$ cat src/uart_mode_pkg.sv
// Purpose: constants and types for the uart mode and register select block
// Assumes: 8-bit host register port, 3 address lines
// Notes: offsets are address-line values
package uart_mode_pkg;
    localparam logic [2:0] ADDR_DATA = 3'h0;
    localparam logic [2:0] ADDR_MASK = 3'h1;
    localparam logic [2:0] ADDR_FIFO = 3'h2;
    localparam logic [2:0] ADDR_LINE = 3'h3;
    localparam logic [2:0] ADDR_TX_FILL = 3'h4;
    localparam logic [2:0] ADDR_INDEX_DATA = 3'h5;
    localparam logic [2:0] ADDR_INDEX = 3'h7;
    localparam logic [7:0] BANK_KEY = 8'hbf;
    localparam logic [7:0] IDX_ADDITIONAL = 8'h00;
    localparam logic [7:0] IDX_PRESCALER = 8'h01;
    localparam logic [7:0] IDX_EXT_CLOCK = 8'h02;
    localparam logic [7:0] IDX_OVERSAMPLE = 8'h03;
    localparam logic [5:0] IDX_TRIG_GROUP = 6'h01;
    localparam logic [5:0] IDX_ID_GROUP = 6'h02;
    localparam logic [7:0] PRESCALER_RESET = 8'h20;
    localparam logic [7:0] OVERSAMPLE_RESET = 8'h00;
    localparam logic [3:0] OVERSAMPLE_MIN = 4'h4;
    localparam logic [4:0] OVERSAMPLE_DEFAULT = 5'h10;
    localparam logic [7:0] EIGHTHS_PER_CLOCK = 8'h08;
    localparam int FIFO_ON_BIT = 0;
    localparam int DEEP_BIT = 5;
    localparam int DIVISOR_BIT = 7;
    localparam int ENHANCED_BIT = 4;
    localparam int ARB_LEVELS_BIT = 5;
    localparam int INDEXED_BIT = 6;
    localparam int EXTRA_BIT = 7;
    localparam int RX_EXT_BIT = 0;
    localparam int TX_EXT_BIT = 1;
    localparam int DTR_OUT_BIT = 2;

    typedef enum logic [1:0] {DEPTH_1, DEPTH_16, DEPTH_128} depth_t;

    typedef struct packed {
        logic wr;
        logic rd;
        logic [2:0] addr;
        logic [7:0] wdata;
    } host_req_t;

    typedef struct packed {
        logic fifo_enabled;
        logic compat_features_en;
        logic enhanced_features_en;
        logic arbitrary_levels_en;
        logic [3:0] fifo_trigger;
        logic [3:0][7:0] levels;
        logic [4:0] samples_per_bit;
        logic [15:0] divisor;
        logic [7:0] interrupt_mask;
        logic [6:0] data_format;
    } features_t;
endpackage : uart_mode_pkg

$ cat src/uart_mode_and_register_select.sv
// Purpose: mode selection, register decode, prescaler and clock options of a uart
// Assumes: host_req is synchronous to clk; serial pins are asynchronous
// Notes: rdata follows a read strobe by one cycle
//
// Functional notes
// RQ1 - depth pin high plus fifo enable: 128
// RQ2 - depth pin low: 16, depth bit 128
// RQ3 - depth bit written only while divisor bit set
// RQ4 - compatible extras only while enhanced bit clear
// RQ5 - enhanced with fifo enable always 128 deep
// RQ6 - enhanced mode enables extra feature group
// RQ7 - arbitrary levels ignore fifo trigger bits
// RQ8 - prescaler divides clock by M plus N/8
// RQ9 - prescaler resets to divide by four
// RQ10 - external clocks from ring and dsr pins
// RQ11 - tx clock on dtr, clock select index
// RQ12 - oversampling 0..3 gives 16, else value
// RQ13 - divisor bit maps low slots to divisor
// RQ14 - 0xbf opens bank, sets bit seven only
// RQ15 - extra and indexed registers exposed by control
// RQ16 - address zero writes tx, reads rx
// RQ17 - reset clears fifo enable, single entry
// RQ18 - fifo disabled ignores all mode settings, but arbitrary_levels_en and fifo_trigger still follow their control bits
// RQ19 - four byte read-only identification code
`timescale 1ns/1ps
module uart_mode_and_register_select #(
    parameter logic [31:0] ID_CODE = 32'h5a3c_0001 // arbitrary value
) (
    input wire logic clk,
    input wire logic rst_b,
    input wire uart_mode_pkg::host_req_t host_req,
    input wire logic [7:0] rx_data,
    input wire logic [7:0] rx_level,
    input wire logic [7:0] tx_level,
    input wire logic depth_select_pin,
    input wire logic ring_clock_pin,
    input wire logic dsr_clock_pin,
    output logic [7:0] rdata,
    output logic [7:0] tx_data,
    output logic tx_load,
    output logic rx_pop,
    output uart_mode_pkg::depth_t fifo_depth,
    output uart_mode_pkg::features_t features,
    output logic baud_tick,
    output logic tx_bit_clk,
    output logic rx_bit_clk,
    output logic dtr_pin
);
    typedef struct packed {
        logic [2:0] pin_s1;
        logic [2:0] pin_s2;
        logic [7:0] line_control;
        logic bank_open;
        logic [7:0] divisor_low_byte;
        logic [7:0] divisor_high_byte;
        logic [7:0] interrupt_mask;
        logic [7:0] fifo_control;
        logic [7:0] enhanced_feature;
        logic [7:0] additional_control;
        logic [7:0] clock_prescaler;
        logic [7:0] external_clock_select;
        logic [7:0] oversampling_rate;
        logic [3:0][7:0] trig;
        logic [7:0] index;
        logic [7:0] acc;
        logic [7:0] rdata;
        logic [7:0] tx_data;
        logic tx_load;
        logic rx_pop;
        uart_mode_pkg::depth_t depth;
        uart_mode_pkg::features_t feat;
        logic tick;
        logic tx_clk;
        logic rx_clk;
        logic dtr;
    } state_t;

    state_t s;
    state_t next_s;
    logic divisor_mode;
    logic pin_depth;
    logic pin_ring;
    logic pin_dsr;
    logic enhanced;
    logic [7:0] ratio;
    logic [8:0] sum;
    logic [7:0] indexed_value;
    logic [7:0] status_value;
    logic [3:0][7:0] id_bytes;

    // ***********************************
    // indexed register read mux
    // ***********************************
    assign id_bytes = ID_CODE;
    always_comb begin
        indexed_value = 8'h00;
        if (s.index[7:2] == uart_mode_pkg::IDX_TRIG_GROUP) begin
            indexed_value = s.trig[s.index[1:0]];
        end else if (s.index[7:2] == uart_mode_pkg::IDX_ID_GROUP) begin
            indexed_value = id_bytes[2'h3 - s.index[1:0]]; // RQ19
        end else begin
            case (s.index)
                uart_mode_pkg::IDX_ADDITIONAL: indexed_value = s.additional_control;
                uart_mode_pkg::IDX_PRESCALER: indexed_value = s.clock_prescaler;
                uart_mode_pkg::IDX_EXT_CLOCK: indexed_value = s.external_clock_select;
                uart_mode_pkg::IDX_OVERSAMPLE: indexed_value = s.oversampling_rate;
                default: indexed_value = 8'h00;
            endcase
        end
    end

    // ***********************************
    // next state
    // ***********************************
    always_comb begin
        next_s = s;
        divisor_mode = s.line_control[uart_mode_pkg::DIVISOR_BIT];
        pin_depth = s.pin_s2[2];
        pin_ring = s.pin_s2[1];
        pin_dsr = s.pin_s2[0];
        enhanced = s.enhanced_feature[uart_mode_pkg::ENHANCED_BIT];
        status_value = {1'b0, s.depth == uart_mode_pkg::DEPTH_128, pin_depth, 5'h00};
        next_s.pin_s1 = {depth_select_pin, ring_clock_pin, dsr_clock_pin};
        next_s.pin_s2 = s.pin_s1;
        next_s.tx_load = 1'b0;
        next_s.rx_pop = 1'b0;

        if (host_req.wr) begin
            unique case (host_req.addr)
                uart_mode_pkg::ADDR_DATA: begin
                    if (divisor_mode) begin
                        next_s.divisor_low_byte = host_req.wdata; // RQ13
                    end else begin
                        next_s.tx_data = host_req.wdata; // RQ16
                        next_s.tx_load = 1'b1; // RQ16
                    end
                end
                uart_mode_pkg::ADDR_MASK: begin
                    if (divisor_mode) begin
                        next_s.divisor_high_byte = host_req.wdata; // RQ13
                    end else begin
                        next_s.interrupt_mask = host_req.wdata;
                    end
                end
                uart_mode_pkg::ADDR_FIFO: begin
                    if (s.bank_open) begin
                        next_s.enhanced_feature = host_req.wdata;
                    end else begin
                        next_s.fifo_control[3:0] = host_req.wdata[3:0];
                        if (!s.additional_control[uart_mode_pkg::ARB_LEVELS_BIT]) begin
                            next_s.fifo_control[7:6] = host_req.wdata[7:6]; // RQ7
                            next_s.fifo_control[4] = host_req.wdata[4]; // RQ7
                        end
                        if (divisor_mode) begin
                            next_s.fifo_control[uart_mode_pkg::DEEP_BIT] =
                                host_req.wdata[uart_mode_pkg::DEEP_BIT]; // RQ3
                        end
                    end
                end
                uart_mode_pkg::ADDR_LINE: begin
                    if (host_req.wdata == uart_mode_pkg::BANK_KEY) begin
                        next_s.line_control[uart_mode_pkg::DIVISOR_BIT] = 1'b1; // RQ14
                        next_s.bank_open = 1'b1; // RQ14
                    end else begin
                        next_s.line_control = host_req.wdata;
                        next_s.bank_open = 1'b0; // RQ14
                    end
                end
                uart_mode_pkg::ADDR_INDEX_DATA: begin
                    if (!s.bank_open && !divisor_mode) begin
                        if (s.index[7:2] == uart_mode_pkg::IDX_TRIG_GROUP) begin
                            next_s.trig[s.index[1:0]] = host_req.wdata; // RQ7
                        end else begin
                            case (s.index)
                                uart_mode_pkg::IDX_ADDITIONAL: next_s.additional_control = host_req.wdata;
                                uart_mode_pkg::IDX_PRESCALER: next_s.clock_prescaler = host_req.wdata;
                                uart_mode_pkg::IDX_EXT_CLOCK: next_s.external_clock_select = host_req.wdata; // RQ11
                                uart_mode_pkg::IDX_OVERSAMPLE: next_s.oversampling_rate = host_req.wdata;
                                default: ;
                            endcase
                        end
                    end
                end
                uart_mode_pkg::ADDR_INDEX: begin
                    if (!s.bank_open) begin
                        next_s.index = host_req.wdata;
                    end
                end
                default: ;
            endcase
        end

        if (host_req.rd) begin
            next_s.rdata = 8'h00;
            unique case (host_req.addr)
                uart_mode_pkg::ADDR_DATA: begin
                    if (divisor_mode) begin
                        next_s.rdata = s.divisor_low_byte; // RQ13
                    end else begin
                        next_s.rdata = rx_data; // RQ16
                        next_s.rx_pop = 1'b1; // RQ16
                    end
                end
                uart_mode_pkg::ADDR_MASK: begin
                    if (divisor_mode) begin
                        next_s.rdata = s.divisor_high_byte; // RQ13
                    end else if (s.additional_control[uart_mode_pkg::EXTRA_BIT]) begin
                        next_s.rdata = status_value; // RQ15
                    end else begin
                        next_s.rdata = s.interrupt_mask;
                    end
                end
                uart_mode_pkg::ADDR_FIFO: begin
                    if (s.bank_open) begin
                        next_s.rdata = s.enhanced_feature;
                    end
                end
                uart_mode_pkg::ADDR_LINE: begin
                    if (s.additional_control[uart_mode_pkg::EXTRA_BIT] && !divisor_mode) begin
                        next_s.rdata = rx_level; // RQ15
                    end else begin
                        next_s.rdata = s.line_control;
                    end
                end
                uart_mode_pkg::ADDR_TX_FILL: begin
                    if (s.additional_control[uart_mode_pkg::EXTRA_BIT] && !divisor_mode) begin
                        next_s.rdata = tx_level; // RQ15
                    end
                end
                uart_mode_pkg::ADDR_INDEX_DATA: begin
                    if (s.additional_control[uart_mode_pkg::INDEXED_BIT]) begin
                        next_s.rdata = indexed_value; // RQ15
                    end
                end
                uart_mode_pkg::ADDR_INDEX: next_s.rdata = s.index;
                default: ;
            endcase
        end

        // mode selection
        if (!s.fifo_control[uart_mode_pkg::FIFO_ON_BIT]) begin
            next_s.depth = uart_mode_pkg::DEPTH_1; // RQ18
        end else if (enhanced) begin
            next_s.depth = uart_mode_pkg::DEPTH_128; // RQ5
        end else if (pin_depth) begin
            next_s.depth = uart_mode_pkg::DEPTH_128; // RQ1
        end else if (s.fifo_control[uart_mode_pkg::DEEP_BIT]) begin
            next_s.depth = uart_mode_pkg::DEPTH_128; // RQ2
        end else begin
            next_s.depth = uart_mode_pkg::DEPTH_16; // RQ2
        end
        next_s.feat.fifo_enabled = s.fifo_control[uart_mode_pkg::FIFO_ON_BIT];
        next_s.feat.compat_features_en = s.fifo_control[uart_mode_pkg::FIFO_ON_BIT] & ~enhanced; // RQ4
        next_s.feat.enhanced_features_en = s.fifo_control[uart_mode_pkg::FIFO_ON_BIT] & enhanced; // RQ6
        next_s.feat.arbitrary_levels_en = s.additional_control[uart_mode_pkg::ARB_LEVELS_BIT]; // RQ7
        next_s.feat.fifo_trigger = s.additional_control[uart_mode_pkg::ARB_LEVELS_BIT] ?
            4'h0 : s.fifo_control[7:4]; // RQ7
        next_s.feat.levels = s.trig;
        if (s.oversampling_rate[3:0] < uart_mode_pkg::OVERSAMPLE_MIN) begin
            next_s.feat.samples_per_bit = uart_mode_pkg::OVERSAMPLE_DEFAULT; // RQ12
        end else begin
            next_s.feat.samples_per_bit = {1'b0, s.oversampling_rate[3:0]}; // RQ12
        end
        next_s.feat.divisor = {s.divisor_high_byte, s.divisor_low_byte};
        next_s.feat.interrupt_mask = s.interrupt_mask;
        next_s.feat.data_format = s.line_control[6:0];

        // fractional prescaler counted in eighths of a clock
        if (!next_s.feat.enhanced_features_en || s.clock_prescaler < uart_mode_pkg::EIGHTHS_PER_CLOCK) begin
            ratio = uart_mode_pkg::EIGHTHS_PER_CLOCK;
        end else begin
            ratio = s.clock_prescaler; // RQ8
        end
        sum = {1'b0, s.acc} + {1'b0, uart_mode_pkg::EIGHTHS_PER_CLOCK};
        if (sum >= {1'b0, ratio}) begin
            next_s.tick = 1'b1; // RQ8
            next_s.acc = 8'(sum - {1'b0, ratio}); // RQ8
        end else begin
            next_s.tick = 1'b0;
            next_s.acc = sum[7:0];
        end

        // external clock options
        next_s.tx_clk = s.external_clock_select[uart_mode_pkg::TX_EXT_BIT] ? pin_ring : s.tick; // RQ10
        next_s.rx_clk = s.external_clock_select[uart_mode_pkg::RX_EXT_BIT] ? pin_dsr : s.tick; // RQ10
        next_s.dtr = s.external_clock_select[uart_mode_pkg::DTR_OUT_BIT] ? s.tx_clk : 1'b1; // RQ11
    end

    // ***********************************
    // state register
    // ***********************************
    always_ff @(posedge clk or negedge rst_b) begin
        if (!rst_b) begin
            s <= '0;
            s.fifo_control <= 8'h00; // RQ17
            s.depth <= uart_mode_pkg::DEPTH_1; // RQ17
            s.clock_prescaler <= uart_mode_pkg::PRESCALER_RESET; // RQ9
            s.oversampling_rate <= uart_mode_pkg::OVERSAMPLE_RESET;
            s.feat.samples_per_bit <= uart_mode_pkg::OVERSAMPLE_DEFAULT;
            s.dtr <= 1'b1;
        end else begin
            s <= next_s;
        end
    end

    assign rdata = s.rdata;
    assign tx_data = s.tx_data;
    assign tx_load = s.tx_load;
    assign rx_pop = s.rx_pop;
    assign fifo_depth = s.depth;
    assign features = s.feat;
    assign baud_tick = s.tick;
    assign tx_bit_clk = s.tx_clk;
    assign rx_bit_clk = s.rx_clk;
    assign dtr_pin = s.dtr;
endmodule : uart_mode_and_register_select

$ cat config.mk
export PLATFORM = sky130hd
export DESIGN_NAME = uart_mode_and_register_select
export DESIGN_NICKNAME = d
export VERILOG_FILES = /design/src/uart_mode_pkg.sv /design/src/uart_mode_and_register_select.sv
export SDC_FILE = /design/constraint.sdc
export NUM_CORES = 1
export LEC_CHECK = 0
export ABC_AREA = 1
export BUFFER_PORTS_ARGS = -buffer_cell sky130_fd_sc_hd__clkbuf_2
export CAP_MARGIN = 20
export CORE_MARGIN = 10
export CORE_UTILIZATION = 38
export DETAILED_ROUTE_END_ITERATION = 10
export GPL_ROUTABILITY_DRIVEN = 0
export PLACE_DENSITY = 0.55
export SYNTH_ARGS = -nofsm -noshare
export SYNTH_HDL_FRONTEND = slang
export SYNTH_SLANG_ARGS = --single-unit
$ cat constraint.sdc
create_clock -name clk -period 3.3 [get_ports clk]
set_clock_uncertainty 0.1 [all_clocks]
set_input_delay 0 -clock clk [delete_from_list [all_inputs] [get_ports clk]]
set_output_delay 0 -clock clk [all_outputs]
set_load 0.005 [all_outputs]
==> results.yml, run 1 <==
die:
  design.portCount: 142
  dieWidth_um: 182
  fp.coreArea_um2: 26000
  starting_utilization_of_the_core_area: 0.385
  die_y_um: 182
  number_of_rows_created_at_floorplan: 59
  die_footprint_um2: 33200
synth:
  most_common_cell_in_the_netlist: "sky130_fd_sc_hd__nand2_1"
  synthTopCellsByArea: "sky130_fd_sc_hd__dfrtp_1 (57%), sky130_fd_sc_hd__nand2_1 (11%), sky130_fd_sc_hd__buf_4 (7.2%)"
  top_cells_by_instance_count_after_synthesis: "sky130_fd_sc_hd__nand2_1 (304), sky130_fd_sc_hd__dfrtp_1 (229), sky130_fd_sc_hd__o21ai_0 (141)"
  synth-edff-count: 0
  largest_family_of_logic_cells_by_synthesized_area: "simple AND/OR/NAND/NOR gates"
  postSynthAreaPerCell_um2: 9.22
  synthesis.area_um2: 10000
  yosys_register_bits: 232
  synth.distinct_cells: 36
  synth_mux_area_frac: 0
  syn-num-nets: 1138
  synth-compound-area-share: 0.111
  yosys.area.top_type: "sky130_fd_sc_hd__dfrtp_1"
  top_reg_cell_synth: "sky130_fd_sc_hd__dfrtp_1"
  asyncSetResetFlopFracSynth: 1.00
  synth_top_cell_area_share: 0.573
  yosys.area_share.adder: 0.0133
  post_synth_inst_count: 1086
  synth_seq_area_share: 0.580
  yosys.area_share.simple: 0.177
  yosysWarningCount: 0
  post_synth_xor_area_fraction: 0.00700
clock_tree:
  clkTransAtPathRegs_ns: 0.06
  total_number_of_clock_tree_sinks: 232
  cts_buf_count: 26
  buffers_inserted_during_post_cts_setup_optimization: 0
  clock-root-buffer: "sky130_fd_sc_hd__clkbuf_16"
  ctsResizeCount: 0
  htree_num_levels: 1
  cts_buffer_depth: 3
  clk_latency_ns: 0.53
  tritoncts: "built"
sta:
  report.final.setup_viol: 0
  layout_worst_path_cycle_share: 0.884
  slew_headroom: 0.447
  maxClockFrequency_ghz: 0.343
  finalWorstPathRequiredPeriod_ns: 2.92
  finalMaxSlewViolations: 0
  worst_pin_slew_ns: 0.828
  fin_hold_viols: 0
  fin_setup_tns_ns: 0
  timing.final.ws_setup_ns: 0.382
  unrepaired_setup_endpoints_after_global_routing: "false"
critical_path:
  critPathKind: "reg2reg"
  cp_data_required_time_ns: 3.62
  worst_path_fanout_max: 14
  r2r_end: "rdata[6]$_DFFE_PN0P_"
  worstSetupPathDepth: 10
  setup_slack_of_the_worst_register_to_register_path_ns: 0.38
  arrival_ns: 3.24
  timing.critical_path.max_delay_family: "buffers and inverters"
  worst_setup_path_startpoint: "divisor_mode$_DFFE_PN0P_"
  crit_slowest_cell: "sky130_fd_sc_hd__dfrtp_1"
  critical-path-top-cell-by-count: "sky130_fd_sc_hd__nand2_1"
  worst-r2r-cell-count: 10
  cp-end-kind: "register"
  worst_r2r_startpoint: "divisor_mode$_DFFE_PN0P_"
  critical_path.n_buffers_inverters: 2
  cp-start-kind: "register"
  max_stage_delay_ns: 0.62
  path_cells: "clkinv_1 > nand2_1 > nor2_1 > a22oi_1 > nand4_1 > dlygate4sd3_1 > nor2_1 > nand2_1 > nand2_1 > nand2_1"
  critical_path.endpoint: "rdata[6]$_DFFE_PN0P_"
min_path:
  min-delay-path-class: "in2async"
place:
  io_buffer_count: 141
  place_hpwl_um: 20100
  detailedPlace.worstSlack_ns: 0.714
global_routing:
  grt.met2_usage: 0.271
  grt_util_all_layers: 0.165
  global_route.overflow_total: 0
  grtUsageMet3: 0.0289
  via_count_of_the_first_global_routing_pass: 7450
  grt_util_met1: 0.219
  global_routing_s_busiest_layer: "met2"
  grt_start_max_net_pins: 100
  first_pass_grt_wire_length_um: 43600
  antenna_found_initial: 0
drt:
  wire_per_inst_um: 18.5
  final_antenna_net_count: 0
  totalWireLength_um: 28100
  drt_iter0_markers: 711
  post-route-drc-count: 0
  detailroute.via_count: 7484
  first_pass_iters: 5
  vias_per_cell: 4.93
power_and_ir_drop:
  power.internal_mw: 5.75
  clkPwrFrac: 0.352
  netSwitchingFraction: 0.304
  ir_worst_vdd_uv: 430
  switchingPower_mw: 2.51
  powerDensity_nw_per_um2: 714
  power.share.combinational: 0.211
  static-leakage-power_nw: 5.83
  pwr-share-seq: 0.437
run:
  max_cap_violations: 0
layout:
  seqCellArea_um2: 5810
  finalCoreUtilization: 0.445
  layout.nets: 1219
  antennaDiodeCount: 0
  fillerInstances: 2554
  multi_input_comb_area_um2: 3090
  drive_gt1_frac: 0.186
  syn2layout_area_growth_pct: 15.6
status:
  outcome: "completed"
[worst reg2reg max path: stages (launching register included)]
cell	delay, ns
sky130_fd_sc_hd__dfrtp_1	0.62
sky130_fd_sc_hd__clkinv_1	0.35
sky130_fd_sc_hd__nand2_1	0.32
sky130_fd_sc_hd__nor2_1	0.19
sky130_fd_sc_hd__a22oi_1	0.23
sky130_fd_sc_hd__nand4_1	0.13
sky130_fd_sc_hd__dlygate4sd3_1	0.60
sky130_fd_sc_hd__nor2_1	0.10
sky130_fd_sc_hd__nand2_1	0.06
sky130_fd_sc_hd__nand2_1	0.07
sky130_fd_sc_hd__nand2_1	0.05
[power by group through the flow]
stage	registers, mW	clock network [mW]	logic, mW
after global placement	3.65	0	1.70
after CTS	3.61	2.98	1.77
after detailed placement	3.66	0	1.71
after global routing	3.67	3.09	2.01
final	3.61	2.91	1.74
after floorplan	3.53	0	1.35
[cells in the final DEF, fill, tap and decap left out, drive strengths merged]
cell         count
xnor2            3
nor3b            1
fa               1
o21a             2
a22oi            3
nand4            8
clkbuf         174
xor2             5
clkinvlp         1
nor3            10
ha               9
inv             68
nand3           25
dlygate4sd3     32
dfstp            3
and3             1
buf              9
o41ai            1
bufinv           2
a21o             1
nor2            57
o21bai           1
nand2          307
a21oi           39
o22ai            8
o21ai          141
a31oi            5
dfrtp          229
clkinv          10
nor4             6
o2111ai          3
o211ai           5
or2             14
[stage by stage]
step / hold slack, ns / std cells / area (um2) / total power, mW
floorplan: -0.396 / 1086 / 10000 / 4.88
global placement: 0.00191 / 1442 / 10400 / 5.35
detailed placement: 0.00350 / 1442 / 10400 / 5.37
CTS: 0.00294 / 1519 / 11600 / 8.36
global route: 0.0150 / 1519 / 11600 / 8.77
finish: 0.0127 / 1519 / 11600 / 8.26
[how the worst min path moves through the flow]
stage	cells after the start	startpoint	end	slack, ns
floorplan	0	rst_b	baud_tick$_DFF_PN0_	-0.40
global placement	1	rst_b	tx_load$_DFF_PN0_	0.002
detailed placement	1	rst_b	tx_data[1]$_DFFE_PN0P_	0.003
CTS	2	dsr_clock_pin	next_s[229]$_DFF_PN0_	0.003
global route	2	dsr_clock_pin	next_s[229]$_DFF_PN0_	0.02
finish	2	rst_b	tx_load$_DFF_PN0_	0.01
[repair_timing]
item	CTS	global route
hold endpoints to repair	125	0
hold buffers	32	0
endpoints found under the setup margin	0	0
[cell type report]
class / instances / area share
tap: 335 / 0.0362
clock inverter: 11 / 0.00963
timing repair buffer: 181 / 0.0958
sequential: 232 / 0.502
inverter: 70 / 0.0227
multi-input combinational: 656 / 0.267
clock buffer: 34 / 0.0659
[state kept, by name, indices dropped and copies added (netlist names)]
signal        cells
pin_ring          1
pin_depth         1
tx_bit_clk        1
dtr_pin           1
rx_bit_clk        1
features         76
pin_dsr           1
tx_load           1
next_s           68
enhanced          1
fifo_depth        2
s                59
baud_tick         1
rx_pop            1
tx_data           8
rdata             8
divisor_mode      1
[cell families (layout without fill, tap and decap cells)]
kind of cell    count (synthesis)  after routing
compound gates                209            209
xor+xnor                        8              8
fa+ha+maj                      10             10
buf+inv                       198            296
flops                         232            232
simple gates                  429            429
[layer usage]
metal / part of all wire / up-vias
li1: - / 3606
met1: 0.45 / 3583
met2: 0.47 / 240
met3: 0.061 / 55
met4: 0.023 / 0
met5: 0 / -
Note: power is estimated with default switching activity, not from simulation.
==> run 2: changes to the inputs <==
==> constraint.sdc (replaced) <==
create_clock -name clk -period 3 [get_ports clk]
set_clock_uncertainty 0.1 [all_clocks]
set_input_delay 0 -clock clk [delete_from_list [all_inputs] [get_ports clk]]
set_output_delay 0 -clock clk [all_outputs]
set_load 0.005 [all_outputs]
==> run 2 against run 1 <==
  * Worst setup slack lost 0.10 ns
  * Clock-buffer cell count is the same
  * Clock power grew 15%
  * Design area grew 0.63%
  * Non-clock buffer count grew 4
  * Core utilization grew 0.28 points
  * Combinational power grew 11%
  * Wire length shrank 0.53%
  * Fmax grew 7.3%
  * Sequential power grew 10%
==> results.yml, run 2 (same netlist as run 1, synthesis figures left out) <==
status:
  outcome: "completed"
die:
  die_y_um: 182
  dieWidth_um: 182
  number_of_rows_created_at_floorplan: 59
  die_footprint_um2: 33200
  design.portCount: 142
  fp.coreArea_um2: 26000
  starting_utilization_of_the_core_area: 0.385
global_routing:
  global_route.overflow_total: 0
  via_count_of_the_first_global_routing_pass: 7609
  antenna_found_initial: 0
  grt_util_all_layers: 0.166
  grt_start_max_net_pins: 117
  first_pass_grt_wire_length_um: 44200
layout:
  syn2layout_area_growth_pct: 16.3
  finalCoreUtilization: 0.448
  fin_area_um2: 11600
  layout_common_cells: "sky130_fd_sc_hd__nand2_1 (304), sky130_fd_sc_hd__dfrtp_1 (228), sky130_fd_sc_hd__o21ai_0 (141)"
  antennaDiodeCount: 0
  mostFrequentLayoutCell: "sky130_fd_sc_hd__nand2_1"
  largest_register_ff_count: 76
  drive_gt1_frac: 0.192
  layout.nets: 1223
critical_path:
  arrival_ns: 3.08
  critPathKind: "reg2reg"
  critical-path-top-cell-by-count: "sky130_fd_sc_hd__nand2_1"
  crit_slowest_cell: "sky130_fd_sc_hd__dlygate4sd3_1"
  critical_path.n_buffers_inverters: 2
  worst_path_fanout_max: 8
  cp-end-kind: "register"
  cp-start-kind: "register"
  cp_data_required_time_ns: 3.37
  path_cells: "nor2_1 > nand2_1 > inv_1 > nand2_1 > nor2_1 > nand2_1 > nand2_1 > nor2_1 > nand2_1 > nand3_1 > nand2_1 > nand2_1 > dlygate4sd3_1 > nand2_1"
  max_stage_delay_ns: 0.56
  timing.critical_path.max_delay_family: "simple AND/OR/NAND/NOR gates"
clock_tree:
  clock-root-buffer: "sky130_fd_sc_hd__clkbuf_16"
  clkTransAtPathRegs_ns: 0.06
  cts_buffer_depth: 3
  total_number_of_clock_tree_sinks: 232
  buffers_inserted_during_post_cts_setup_optimization: 0
  htree_num_levels: 1
  clk_latency_ns: 0.52
  tritoncts: "built"
  cts_buf_count: 26
sta:
  finalWorstPathRequiredPeriod_ns: 2.72
  report.final.setup_viol: 0
  finalMaxSlewViolations: 0
  slew_headroom: 0.466
  worst_pin_slew_ns: 0.799
  fin_hold_viols: 0
  fin_setup_tns_ns: 0
  unrepaired_setup_endpoints_after_global_routing: "false"
  layout_worst_path_cycle_share: 0.906
  maxClockFrequency_ghz: 0.368
power_and_ir_drop:
  power.share.combinational: 0.209
  static-leakage-power_nw: 5.85
  powerDensity_nw_per_um2: 794
  pwr-share-seq: 0.429
  power.internal_mw: 6.43
  clkPwrFrac: 0.361
  netSwitchingFraction: 0.304
  switchingPower_mw: 2.81
  ir_worst_vdd_uv: 652
drt:
  vias_per_cell: 4.92
  wire_per_inst_um: 18.4
  post-route-drc-count: 0
  first_pass_iters: 5
  drt_iter0_markers: 646
  totalWireLength_um: 28000
  final_antenna_net_count: 0
  detailroute.via_count: 7493
min_path:
  min-delay-path-class: "in2reg"
run:
  max_cap_violations: 0
place:
  place_hpwl_um: 20100
  io_buffer_count: 141
  dpl-instance-area_um2: 10400
## run 2: cell types whose count changed in the layout (fill, tap and decap cells not counted)
cell and delta:
sky130_fd_sc_hd__buf_4 +5, sky130_fd_sc_hd__clkinv_2 -3, sky130_fd_sc_hd__clkinvlp_4 +2, sky130_fd_sc_hd__bufinv_16 +1
sky130_fd_sc_hd__clkinv_1 -1, sky130_fd_sc_hd__clkinv_4 +1, sky130_fd_sc_hd__dfrtp_1 -1, sky130_fd_sc_hd__dfrtp_2 +1
sky130_fd_sc_hd__dlygate4sd3_1 -1, sky130_fd_sc_hd__inv_6 +1
## run 2: final timing paths
kind	start	end	slack (ns)	cells after the start
setup / recovery	s[113]$_DFFE_PN0P_	rdata[3]$_DFFE_PN0P_	0.28	14
hold / removal	rx_level[4]	rdata[4]$_DFFE_PN0P_	0.0009	7
setup reg to reg	s[113]$_DFFE_PN0P_	rdata[3]$_DFFE_PN0P_	0.28	14
hold reg to reg	next_s[229]$_DFF_PN0_	pin_dsr$_DFF_PN0_	0.25	0
max in group asynchronous	rst_b	rdata[5]$_DFFE_PN0P_	2.12	3
min in group asynchronous	rst_b	tx_data[0]$_DFFE_PN0P_	0.02	3
## run 2: what timing repair did
item | 4_1_cts | 5_1_grt
hold buffers | 31 | 0
resized for setup | 0 | 2
endpoints found under the hold margin | 276 | 0
endpoints found under the setup margin | 0 | 3
## run 2: power by group through the flow
stage | combinational (mW) | sequential (mW) | clock (mW)
final | 1.93 | 3.97 | 3.34
after global routing | 2.21 | 4.03 | 3.55
after CTS | 1.95 | 3.97 | 3.41
after detailed placement | 1.89 | 4.02 | 0
after global placement | 1.88 | 4.01 | 0
after floorplan | 1.48 | 3.88 | 0
## run 2: layer usage
metal | global-route usage | share of wire | vias to the layer above
met2 | 0.260 | 0.46 | 235
met1 | 0.226 | 0.45 | 3609
met5 | 0 | 0 | -
li1 | - | - | 3600
met3 | 0.0324 | 0.061 | 49
met4 | 0.0556 | 0.029 | 0
## run 2: tightest hold or removal path, delay by kind of cell
family          cells  cell delay, ns
compound gates      2            0.24
simple gates        4            0.25
buf+inv             1            0.11
## run 2: area by class of cell
class,instances,area (um2)
Inverter,70,267
Tap cell,335,419
Sequential cell,232,5810
Fill cell,2519,14300
Clock inverter,12,151
Multi-Input combinational cell,656,3090
Timing Repair Buffer,185,1140
Clock buffer,34,762
## run 2: metrics by stage
stage               cells  hold slack (ns)  setup WS, ns  power, mW
floorplan            1086           -0.396         0.613       5.37
global placement     1447           -0.301         0.534       5.89
detailed placement   1447           -0.302         0.495       5.91
CTS                  1524          0.00208         0.261       9.34
global route         1524           0.0144        0.0623       9.79
finish               1524         0.000931         0.282       9.24
